--- src/hpsc_defs.vh ---
// Constants of the hot-plug slot control sequencer.
// Included by every design file; holds definitions only.
`ifndef HPSC_DEFS_VH
`define HPSC_DEFS_VH

// Register indices, byte address is four times the index
`define HPSC_IDX_CTRL0 6'h02
`define HPSC_IDX_SLOT_STEP 6'h08
`define HPSC_IDX_CONFIG 6'h20
`define HPSC_IDX_STATUS 6'h21
`define HPSC_IDX_CLEAR 6'h22
`define HPSC_IDX_ENABLE 6'h23

// Slot connection control fields
`define HPSC_BIT_POWER 5
`define HPSC_BIT_BUS 4
`define HPSC_BIT_WIDE_IND 3
`define HPSC_BIT_WIDE_SW 2
`define HPSC_BIT_CLK 1
`define HPSC_BIT_RST 0
`define HPSC_CTRL_RESET 6'h2d

// General configuration fields
`define HPSC_CFG_AUTO 0
`define HPSC_CFG_INTERLOCK 1
`define HPSC_CFG_BUSY_LSB 4
`define HPSC_CFG_RESET 2'h0

// Event status layout: one byte per slot
`define HPSC_EVT_BIT 6
`define HPSC_EVT_MASK 32'h40404040
`define HPSC_STAT_RESET 32'h00000000

// Pin synchroniser reset: grant idles low, bus and detects idle high
`define HPSC_SYNC_RESET 11'h3ff

// Bus responses
`define HPSC_RESP_OKAY 2'h0
`define HPSC_RESP_SLVERR 2'h2

`endif

--- src/hpsc_top.v ---
// Four-slot hot-plug control sequencer with an AXI4-Lite register slave,
// a shared quiet-bus request/grant arbiter and an event interrupt.
// Assumes PCI pins arrive asynchronous and are synchronised here.
//
// Contract
// - Slot power output follows control bit 5.
// - With the interlock on, slot power may be high only while both detects are low.
// - In manual mode the bus switch output follows control bit 4 directly.
// - In automatic mode writing bit 4 as 1 requests a quiet bus, then waits for it.
// - Once quiet, disconnect sets bus and clock switch high, wide switch and power low.
// - In automatic mode writing bit 4 as 0 requests a quiet bus, then drives bus low.
// - An automatic connect with interlock on also waits for both detects asserted.
// - The slot wide indication output follows control bit 3.
// - The wide request switch output follows control bit 2.
// - The slot clock switch output follows control bit 1.
// - The slot reset output follows control bit 0.
// - Each bus switch change sets a sticky bus event flag cleared by writing 1.
// - There is one control register per slot, at indices 02h, 0Ah, 12h and 1Ah.
//
// Decided for this implementation: register access over AXI4-Lite and the register offsets.
`include "hpsc_defs.vh"
module hpsc_top (
	input wire clock_in,
	input wire rst_n_in,
	input wire [7:0] s_axi_awaddr_in,
	input wire s_axi_awvalid_in,
	output wire s_axi_awready_out,
	input wire [31:0] s_axi_wdata_in,
	input wire [3:0] s_axi_wstrb_in,
	input wire s_axi_wvalid_in,
	output wire s_axi_wready_out,
	output wire [1:0] s_axi_bresp_out,
	output wire s_axi_bvalid_out,
	input wire s_axi_bready_in,
	input wire [7:0] s_axi_araddr_in,
	input wire s_axi_arvalid_in,
	output wire s_axi_arready_out,
	output wire [31:0] s_axi_rdata_out,
	output wire [1:0] s_axi_rresp_out,
	output wire s_axi_rvalid_out,
	input wire s_axi_rready_in,
	input wire quiet_grant_in,
	input wire frame_n_in,
	input wire irdy_n_in,
	input wire [7:0] mech_detect_n_in,
	output wire quiet_request_out,
	output wire irq_out,
	output wire [3:0] slot_power_out,
	output wire [3:0] bus_switch_out,
	output wire [3:0] slot_clock_switch_out,
	output wire [3:0] wide_request_switch_out,
	output wire [3:0] slot_wide_indication_out,
	output wire [3:0] slot_reset_out
);
	////////////////////////////////////////////////////////////////////
	// Pin synchronisers
	reg [10:0] pin_s1_r;
	reg [10:0] pin_s2_r;
	wire grant_s;
	wire frame_idle_s;
	wire irdy_idle_s;
	wire [7:0] detect_s;

	always @(posedge clock_in) begin
		if (!rst_n_in) begin
			pin_s1_r <= `HPSC_SYNC_RESET;
			pin_s2_r <= `HPSC_SYNC_RESET;
		end else begin
			pin_s1_r <= {quiet_grant_in, frame_n_in, irdy_n_in, mech_detect_n_in};
			pin_s2_r <= pin_s1_r;
		end
	end

	assign grant_s = pin_s2_r[10];
	assign frame_idle_s = pin_s2_r[9];
	assign irdy_idle_s = pin_s2_r[8];
	assign detect_s = pin_s2_r[7:0];

	////////////////////////////////////////////////////////////////////
	// AXI4-Lite write channel
	reg awready_r;
	reg wready_r;
	reg bvalid_r;
	reg [1:0] bresp_r;
	reg aw_held_r;
	reg w_held_r;
	reg [5:0] waddr_r;
	reg [31:0] wdata_r;
	reg [3:0] wstrb_r;
	wire aw_take;
	wire w_take;
	wire wr_fire;
	wire aw_held_nxt;
	wire w_held_nxt;
	wire bvalid_nxt;
	wire [31:0] wmask;
	wire wr_ctrl_hit;
	wire wr_hit;

	assign aw_take = s_axi_awvalid_in & awready_r;
	assign w_take = s_axi_wvalid_in & wready_r;
	assign wr_fire = aw_held_r & w_held_r & ~bvalid_r;
	assign aw_held_nxt = (aw_held_r & ~wr_fire) | aw_take;
	assign w_held_nxt = (w_held_r & ~wr_fire) | w_take;
	assign bvalid_nxt = wr_fire | (bvalid_r & ~s_axi_bready_in);
	assign wmask = {{8{wstrb_r[3]}}, {8{wstrb_r[2]}}, {8{wstrb_r[1]}}, {8{wstrb_r[0]}}};

	always @(posedge clock_in) begin
		if (!rst_n_in) begin
			awready_r <= 1'b0;
			wready_r <= 1'b0;
			bvalid_r <= 1'b0;
			bresp_r <= `HPSC_RESP_OKAY;
			aw_held_r <= 1'b0;
			w_held_r <= 1'b0;
			waddr_r <= 6'h00;
			wdata_r <= 32'h00000000;
			wstrb_r <= 4'h0;
		end else begin
			aw_held_r <= aw_held_nxt;
			w_held_r <= w_held_nxt;
			bvalid_r <= bvalid_nxt;
			awready_r <= ~aw_held_nxt & ~bvalid_nxt;
			wready_r <= ~w_held_nxt & ~bvalid_nxt;
			if (aw_take) begin
				waddr_r <= s_axi_awaddr_in[7:2];
			end
			if (w_take) begin
				wdata_r <= s_axi_wdata_in;
				wstrb_r <= s_axi_wstrb_in;
			end
			if (wr_fire) begin
				bresp_r <= wr_hit ? `HPSC_RESP_OKAY : `HPSC_RESP_SLVERR;
			end
		end
	end

	assign s_axi_awready_out = awready_r;
	assign s_axi_wready_out = wready_r;
	assign s_axi_bvalid_out = bvalid_r;
	assign s_axi_bresp_out = bresp_r;

	////////////////////////////////////////////////////////////////////
	// Configuration, event status, clear and enable registers
	reg [1:0] cfg_r;
	reg [31:0] stat_r;
	reg [31:0] en_r;
	reg irq_r;
	wire [3:0] bus_ev;
	wire [31:0] ev_word;
	wire [31:0] clr_word;
	wire [31:0] stat_nxt;
	wire wr_cfg;
	wire wr_clr;
	wire wr_en;

	assign wr_cfg = wr_fire & (waddr_r == `HPSC_IDX_CONFIG) & wstrb_r[0];
	assign wr_clr = wr_fire & (waddr_r == `HPSC_IDX_CLEAR);
	assign wr_en = wr_fire & (waddr_r == `HPSC_IDX_ENABLE);
	assign wr_hit = wr_ctrl_hit | (waddr_r == `HPSC_IDX_CONFIG) |
		(waddr_r == `HPSC_IDX_STATUS) | (waddr_r == `HPSC_IDX_CLEAR) |
		(waddr_r == `HPSC_IDX_ENABLE);
	assign ev_word = {1'b0, bus_ev[3], 6'h00, 1'b0, bus_ev[2], 6'h00,
		1'b0, bus_ev[1], 6'h00, 1'b0, bus_ev[0], 6'h00};
	assign clr_word = wr_clr ? (wdata_r & wmask) : 32'h00000000;
	// A new event beats a clear in the same cycle
	assign stat_nxt = ((stat_r & ~clr_word) | ev_word) & `HPSC_EVT_MASK;

	always @(posedge clock_in) begin
		if (!rst_n_in) begin
			cfg_r <= `HPSC_CFG_RESET;
			stat_r <= `HPSC_STAT_RESET;
			en_r <= `HPSC_STAT_RESET;
			irq_r <= 1'b0;
		end else begin
			if (wr_cfg) begin
				cfg_r <= wdata_r[1:0];
			end
			if (wr_en) begin
				en_r <= ((en_r & ~wmask) | (wdata_r & wmask)) & `HPSC_EVT_MASK;
			end
			stat_r <= stat_nxt;
			irq_r <= |(stat_nxt & en_r);
		end
	end

	assign irq_out = irq_r;

	////////////////////////////////////////////////////////////////////
	// Quiet-bus arbiter: one slot sequences at a time, lowest index first
	reg [3:0] owner_r;
	reg quiet_req_r;
	reg [3:0] owner_nxt;
	wire [3:0] seq_req;
	wire bus_quiet;

	// FRAME# and IRDY# both deasserted and quiet granted
	assign bus_quiet = quiet_req_r & grant_s & frame_idle_s & irdy_idle_s;

	always @* begin
		owner_nxt = owner_r;
		// A new owner waits until the last grant has been withdrawn
		if ((owner_r == 4'h0) && !grant_s) begin
			if (seq_req[0]) begin
				owner_nxt = 4'h1;
			end else if (seq_req[1]) begin
				owner_nxt = 4'h2;
			end else if (seq_req[2]) begin
				owner_nxt = 4'h4;
			end else if (seq_req[3]) begin
				owner_nxt = 4'h8;
			end
		end else if ((owner_r & seq_req) == 4'h0) begin
			owner_nxt = 4'h0;
		end
	end

	always @(posedge clock_in) begin
		if (!rst_n_in) begin
			owner_r <= 4'h0;
			quiet_req_r <= 1'b0;
		end else begin
			owner_r <= owner_nxt;
			quiet_req_r <= (owner_nxt != 4'h0);
		end
	end

	assign quiet_request_out = quiet_req_r;

	////////////////////////////////////////////////////////////////////
	// Slots
	wire [7:0] ctrl_rd [0:3];
	wire [3:0] wr_slot;
	wire [3:0] rd_slot;

	genvar s;
	generate
		for (s = 0; s < 4; s = s + 1) begin : g_slot
			localparam [31:0] CIDX_W = `HPSC_IDX_CTRL0 + `HPSC_IDX_SLOT_STEP * s;
			localparam [5:0] CIDX = CIDX_W[5:0];
			assign wr_slot[s] = (waddr_r == CIDX);
			assign rd_slot[s] = (s_axi_araddr_in[7:2] == CIDX);
			hpsc_slot u_slot (
				.clock_in(clock_in),
				.rst_n_in(rst_n_in),
				.wr_in(wr_fire & wr_slot[s] & wstrb_r[0]),
				.wdata_in(wdata_r[7:0]),
				.auto_mode_in(cfg_r[`HPSC_CFG_AUTO]),
				.interlock_enable_in(cfg_r[`HPSC_CFG_INTERLOCK]),
				.detect_n_in(detect_s[2*s+1:2*s]),
				.go_in(bus_quiet & owner_r[s]),
				.ctrl_out(ctrl_rd[s]),
				.seq_req_out(seq_req[s]),
				.bus_event_out(bus_ev[s]),
				.slot_power_out(slot_power_out[s]),
				.bus_switch_out(bus_switch_out[s]),
				.slot_clock_switch_out(slot_clock_switch_out[s]),
				.wide_request_switch_out(wide_request_switch_out[s]),
				.slot_wide_indication_out(slot_wide_indication_out[s]),
				.slot_reset_out(slot_reset_out[s])
			);
		end
	endgenerate

	assign wr_ctrl_hit = |wr_slot;

	////////////////////////////////////////////////////////////////////
	// AXI4-Lite read channel
	reg arready_r;
	reg rvalid_r;
	reg [31:0] rdata_r;
	reg [1:0] rresp_r;
	reg [31:0] rd_word;
	reg rd_hit;
	wire ar_take;
	wire rvalid_nxt;
	wire [5:0] ridx;

	assign ar_take = s_axi_arvalid_in & arready_r;
	assign rvalid_nxt = ar_take | (rvalid_r & ~s_axi_rready_in);
	assign ridx = s_axi_araddr_in[7:2];

	always @* begin
		rd_word = 32'h00000000;
		rd_hit = 1'b1;
		if (rd_slot[0]) begin
			rd_word = {24'h000000, ctrl_rd[0]};
		end else if (rd_slot[1]) begin
			rd_word = {24'h000000, ctrl_rd[1]};
		end else if (rd_slot[2]) begin
			rd_word = {24'h000000, ctrl_rd[2]};
		end else if (rd_slot[3]) begin
			rd_word = {24'h000000, ctrl_rd[3]};
		end else if (ridx == `HPSC_IDX_CONFIG) begin
			rd_word = {24'h000000, seq_req, 2'b00, cfg_r};
		end else if (ridx == `HPSC_IDX_STATUS) begin
			rd_word = stat_r;
		end else if (ridx == `HPSC_IDX_ENABLE) begin
			rd_word = en_r;
		end else if (ridx == `HPSC_IDX_CLEAR) begin
			rd_word = 32'h00000000;
		end else begin
			rd_hit = 1'b0;
		end
	end

	always @(posedge clock_in) begin
		if (!rst_n_in) begin
			arready_r <= 1'b0;
			rvalid_r <= 1'b0;
			rdata_r <= 32'h00000000;
			rresp_r <= `HPSC_RESP_OKAY;
		end else begin
			rvalid_r <= rvalid_nxt;
			arready_r <= ~rvalid_nxt;
			if (ar_take) begin
				rdata_r <= rd_word;
				rresp_r <= rd_hit ? `HPSC_RESP_OKAY : `HPSC_RESP_SLVERR;
			end
		end
	end

	assign s_axi_arready_out = arready_r;
	assign s_axi_rvalid_out = rvalid_r;
	assign s_axi_rdata_out = rdata_r;
	assign s_axi_rresp_out = rresp_r;
endmodule // hpsc_top

--- src/hpsc_slot.v ---
// One slot: connection control register, output pins and the
// automatic connect/disconnect sequencer.
// Assumes synchronised detect inputs and a go level from the shared arbiter.
`include "hpsc_defs.vh"
module hpsc_slot (
	input wire clock_in,
	input wire rst_n_in,
	input wire wr_in,
	input wire [7:0] wdata_in,
	input wire auto_mode_in,
	input wire interlock_enable_in,
	input wire [1:0] detect_n_in,
	input wire go_in,
	output wire [7:0] ctrl_out,
	output wire seq_req_out,
	output wire bus_event_out,
	output wire slot_power_out,
	output wire bus_switch_out,
	output wire slot_clock_switch_out,
	output wire wide_request_switch_out,
	output wire slot_wide_indication_out,
	output wire slot_reset_out
);
	localparam ST_IDLE = 3'b001;
	localparam ST_WAIT = 3'b010;
	localparam ST_DROP = 3'b100;
	localparam [5:0] CTRL_RST = `HPSC_CTRL_RESET;

	reg [2:0] state_r, state_nxt;
	reg [5:0] ctrl_r, ctrl_nxt;
	reg bus_sw_r, bus_sw_nxt;
	reg pend_r, pend_nxt;
	reg power_r, req_r, ev_r;
	wire det_ok;
	wire disc;

	// Both detects asserted (low), or interlock off
	assign det_ok = ~interlock_enable_in | (detect_n_in == 2'b00);
	assign disc = ctrl_r[`HPSC_BIT_BUS];

	////////////////////////////////////////////////////////////////////
	always @* begin
		state_nxt = state_r;
		ctrl_nxt = ctrl_r;
		bus_sw_nxt = bus_sw_r;
		pend_nxt = pend_r;
		case (state_r)
			ST_IDLE: begin
				if (pend_r) begin
					state_nxt = ST_WAIT;
					pend_nxt = 1'b0;
				end
			end
			ST_WAIT: begin
				if (!auto_mode_in) begin
					state_nxt = ST_DROP;
				end else if (go_in && (disc || det_ok)) begin
					state_nxt = ST_DROP;
					bus_sw_nxt = disc;
					if (disc) begin
						ctrl_nxt[`HPSC_BIT_CLK] = 1'b1;
						ctrl_nxt[`HPSC_BIT_WIDE_SW] = 1'b0;
						ctrl_nxt[`HPSC_BIT_POWER] = 1'b0;
					end
				end
			end
			ST_DROP: begin
				state_nxt = ST_IDLE;
			end
			default: begin
				state_nxt = ST_IDLE;
			end
		endcase
		if (wr_in) begin
			ctrl_nxt = wdata_in[5:0];
			if (auto_mode_in) begin
				pend_nxt = 1'b1;
			end
		end
		if (!auto_mode_in) begin
			pend_nxt = 1'b0;
			bus_sw_nxt = ctrl_nxt[`HPSC_BIT_BUS];
		end
	end

	////////////////////////////////////////////////////////////////////
	always @(posedge clock_in) begin
		if (!rst_n_in) begin
			state_r <= ST_IDLE;
			ctrl_r <= CTRL_RST;
			bus_sw_r <= CTRL_RST[`HPSC_BIT_BUS];
			pend_r <= 1'b0;
			power_r <= CTRL_RST[`HPSC_BIT_POWER];
			req_r <= 1'b0;
			ev_r <= 1'b0;
		end else begin
			state_r <= state_nxt;
			ctrl_r <= ctrl_nxt;
			bus_sw_r <= bus_sw_nxt;
			pend_r <= pend_nxt;
			power_r <= ctrl_nxt[`HPSC_BIT_POWER] & det_ok;
			req_r <= (state_nxt == ST_WAIT);
			ev_r <= bus_sw_nxt ^ bus_sw_r;
		end
	end

	assign ctrl_out = {2'b00, ctrl_r};
	assign seq_req_out = req_r;
	assign bus_event_out = ev_r;
	assign slot_power_out = power_r;
	assign bus_switch_out = bus_sw_r;
	assign slot_clock_switch_out = ctrl_r[`HPSC_BIT_CLK];
	assign wide_request_switch_out = ctrl_r[`HPSC_BIT_WIDE_SW];
	assign slot_wide_indication_out = ctrl_r[`HPSC_BIT_WIDE_IND];
	assign slot_reset_out = ctrl_r[`HPSC_BIT_RST];
endmodule // hpsc_slot

--- config.mk ---
export PLATFORM = sky130hd
export DESIGN_NAME = hpsc_top
export DESIGN_NICKNAME = d
export VERILOG_FILES = /design/src/hpsc_top.v /design/src/hpsc_slot.v
export VERILOG_INCLUDE_DIRS = /design/src /design/src/src
export SDC_FILE = /design/constraint.sdc
export NUM_CORES = 1
export LEC_CHECK = 0
export BUFFER_PORTS_ARGS = -buffer_cell sky130_fd_sc_hd__buf_2
export CORE_MARGIN = 2
export CORE_UTILIZATION = 29
export DETAILED_ROUTE_END_ITERATION = 8
export PLACE_DENSITY_LB_ADDON = 0.05
export RECOVER_POWER = 25
export SYNTH_ARGS = -nofsm -noshare
export SYNTH_HDL_FRONTEND = slang
export SYNTH_HIERARCHICAL = 1
export SYNTH_SLANG_ARGS = --single-unit
--- constraint.sdc ---
create_clock -name clock_in -period 3 [get_ports clock_in]
set_clock_uncertainty 0.1 [all_clocks]
set_input_delay 0.45 -clock clock_in [delete_from_list [all_inputs] [get_ports clock_in]]
set_output_delay 0.45 -clock clock_in [all_outputs]
set_load 0.02 [all_outputs]
==> results by group <==
STA
  – Fin worst setup slack: around 0.7 ns
  – Least-Margin Pin Slew: a little under 1 ns
  – Endpoints failing setup: 0
  – Setup TNS: 0 ns
  – Slew HR: between 30% and 40%
  – Final period utilization: around three quarters
  – Fin crit period: approximately 2.3 ns
  – Max Fclk: approximately 0.44 GHz
  – Max-slew violations: 0
  – Final hold vios: 0
  – RSZ-0062 raised after global routing: false

Final layout
  – Fillers: ~2100
  – FF+latch area: between 0.002 and 0.003 mm2
  – Fin nets: 787
  – Ant. Diodes: 0
  – Most common cell after layout, fill and taps aside: dfxtp_1
  – Most frequent cells in the layout: 134 x dfxtp_1, 86 x buf_2, 83 x nand2_1
  – Layout Area Growth over Synthesis: 17.5%
  – Layout cells sized above 1: between 20% and 30%
  – Area of the multi-input gates: 0.00276 mm2
  – Final core occ: 34.6%

Yosys
  – Post-Syn Area per Cell: a little over 9 um2
  – Cell Area, Synth: a little under 0.006 mm2
  – Yosys warns: 6
  – Post-synthesis cell count: 648

Die
  – I/O Pins: approximately 140
  – Die ar.: ~0.022 mm2
  – Die Span X: ~150 um
  – Starting Density: between 20% and 30%
  – CORE AREA: between 0.02 and 0.025 mm2
  – Die Ht: 147 um
  – Site Rows: 52

Routing
  – Via count: 4637
  – Antenna viol nets, final: 0
  – Drt initial violations: 213
  – Drt pass-1 iters: 4
  – Post-Route WL: approximately 16 mm
  – Wire per inst: 16.1 um
  – DRC Markers: 0
  – Via density: approximately 4.6

CTS
  – Post-CTS Resized: 0
  – H-tree depth: 4
  – CTS root buf: clkbuf_16
  – Setup Buffers After CTS: 0
  – CTS buffer count: 17
  – Num Clock Sinks: 134
  – CTS clk-pin slew, worst paths: approximately 0.06 ns
  – Hold buffers post-CTS: 0
  – CTS tree: built
  – Clk buf depth: 2
  – Clock Latency Late Sink: approximately 0.42 ns

Hold path
  – Hold Path Depth: 2
  – Worst Hold End: pin_s1_r[6]$_SDFF_PN1_
  – Hold/Removal Path Class: in2reg
  – Worst min-delay path startpoint: mech_detect_n_in[6]

Setup path
  – WP data arrival: ~2.5 ns
  – R2R Path Start: aw_held_r$_SDFF_PN0_
  – Critical Path RT: 3.18 ns
  – Crit. End Element: flip-flop
  – Critical-path top delay cell: o31ai_1
  – R2r worst-path depth: 6
  – Worst setup SP type: flip-flop
  – Reg2reg end: g_slot[3].u_slot/bus_event_out$_SDFF_PN0_
  – Largest fanout on the critical path: 8
  – Worst path cell trace: and3b_1 -> nand4_1 -> nor2_1 -> mux2i_1 -> o22ai_1 -> o31ai_1
  – Worst R2R Setup Slack: 0.70 ns
  – CP Class: reg2reg
  – CP max stage delay: approximately 0.41 ns

Global route
  – First-pass GRT wire length: around 25 mm
  – Gr ovfl total: 0
  – Number of global-route vias before repair: around 4500
  – Initial antenna violation count: 0
  – GRT Overall Usage: around 15%
  – Largest net degree at the start of global routing: 36

Run status
  – Status: finished clean

Placement
  – Place WS: roughly 0.71 ns
  – Port-buffer cells: 87
  – Half-perimeter wire length after placement: between 10 and 15 mm
  – Final RePlAce weighted congestion: approximately 0.76

Power
  – Leak: ~0.0028 uW
  – PD cells: slightly below 600 mW/mm2
  – Worst VDD drop: 0.311 mV
  – Total power: 4150 uW

Run
  – Max-Cap Viols: 0
## critical path, delay by kind of cell, from the launching register on
family          cells  cell delay, ns
compound gates      2            0.57
mux                 1            0.29
simple gates        3            0.80
flops               1            0.39
## state kept, by name, indices dropped and copies added, names as in the netlist, 2 cells and up, named ones only
signal                        flops
wdata_r                          10
g_slot.u_slot/state_r            12
pin_s1_r                         11
s_axi_rdata_out                  11
stat_r                            4
owner_r                           4
waddr_r                           6
g_slot.u_slot/ctrl_r             24
g_slot.u_slot/bus_event_out       4
g_slot.u_slot/bus_switch_out      4
g_slot.u_slot/pend_r              4
pin_s2_r                         11
cfg_r                             2
g_slot.u_slot/seq_req_out         4
wstrb_r                           4
g_slot.u_slot/slot_power_out      4
## final cells by class
| class | count | area share [%] |
|---|---|---|
| Multi-Input combinational cell | 443 | 39.6 |
| Sequential cell | 134 | 38.5 |
| Timing Repair Buffer | 99 | 7.37 |
| Clock buffer | 20 | 6.69 |
| Tap cell | 270 | 4.84 |
| Clock inverter | 12 | 1.83 |
| Inverter | 22 | 1.18 |
## report_power, final
part           internal (uW)  switching, uW  total (uW)
clock                   1280            799        2080
sequential              1820           30.7        1850
combinational           70.8            142         213
## worst max path at each step
stage,from,endpoint,slack [ns],depth (start not counted)
6_report,aw_held_r$_SDFF_PN0_,g_slot[3].u_slot/bus_event_out$_SDFF_PN0_,0.70,6
5_1_grt,waddr_r[1]$_SDFFE_PN0P_,g_slot[0].u_slot/bus_event_out$_SDFF_PN0_,0.45,8
4_1_cts,waddr_r[0]$_SDFFE_PN0P_,g_slot[3].u_slot/bus_event_out$_SDFF_PN0_,0.70,7
3_5_place_dp,waddr_r[0]$_SDFFE_PN0P_,g_slot[3].u_slot/bus_event_out$_SDFF_PN0_,0.71,7
3_3_place_gp,waddr_r[2]$_SDFFE_PN0P_,g_slot[0].u_slot/bus_event_out$_SDFF_PN0_,0.70,8
2_1_floorplan,s_axi_bvalid_out$_SDFF_PN0_,g_slot[0].u_slot/bus_event_out$_SDFF_PN0_,0.98,8
## metrics by stage
stage / hold WS [ns] / area (um2) / std cells
after floorplan: 0.286 / 6030 / 674
after global placement: 0.292 / 6390 / 968
after detailed placement: 0.294 / 6390 / 968
after CTS: 0.0897 / 6980 / 1000
after global routing: 0.101 / 6970 / 1000
final: 0.111 / 6970 / 1000
## per-layer routing
layer,GRT usage (%),wire length [um],vias to the layer above
li1,-,-,2326
met1,19.8,7550,2203
met2,24.8,7640,100
met3,3.79,667,8
met4,4.71,200,0
met5,0,0,-
Power figures use the tool's default switching activity.
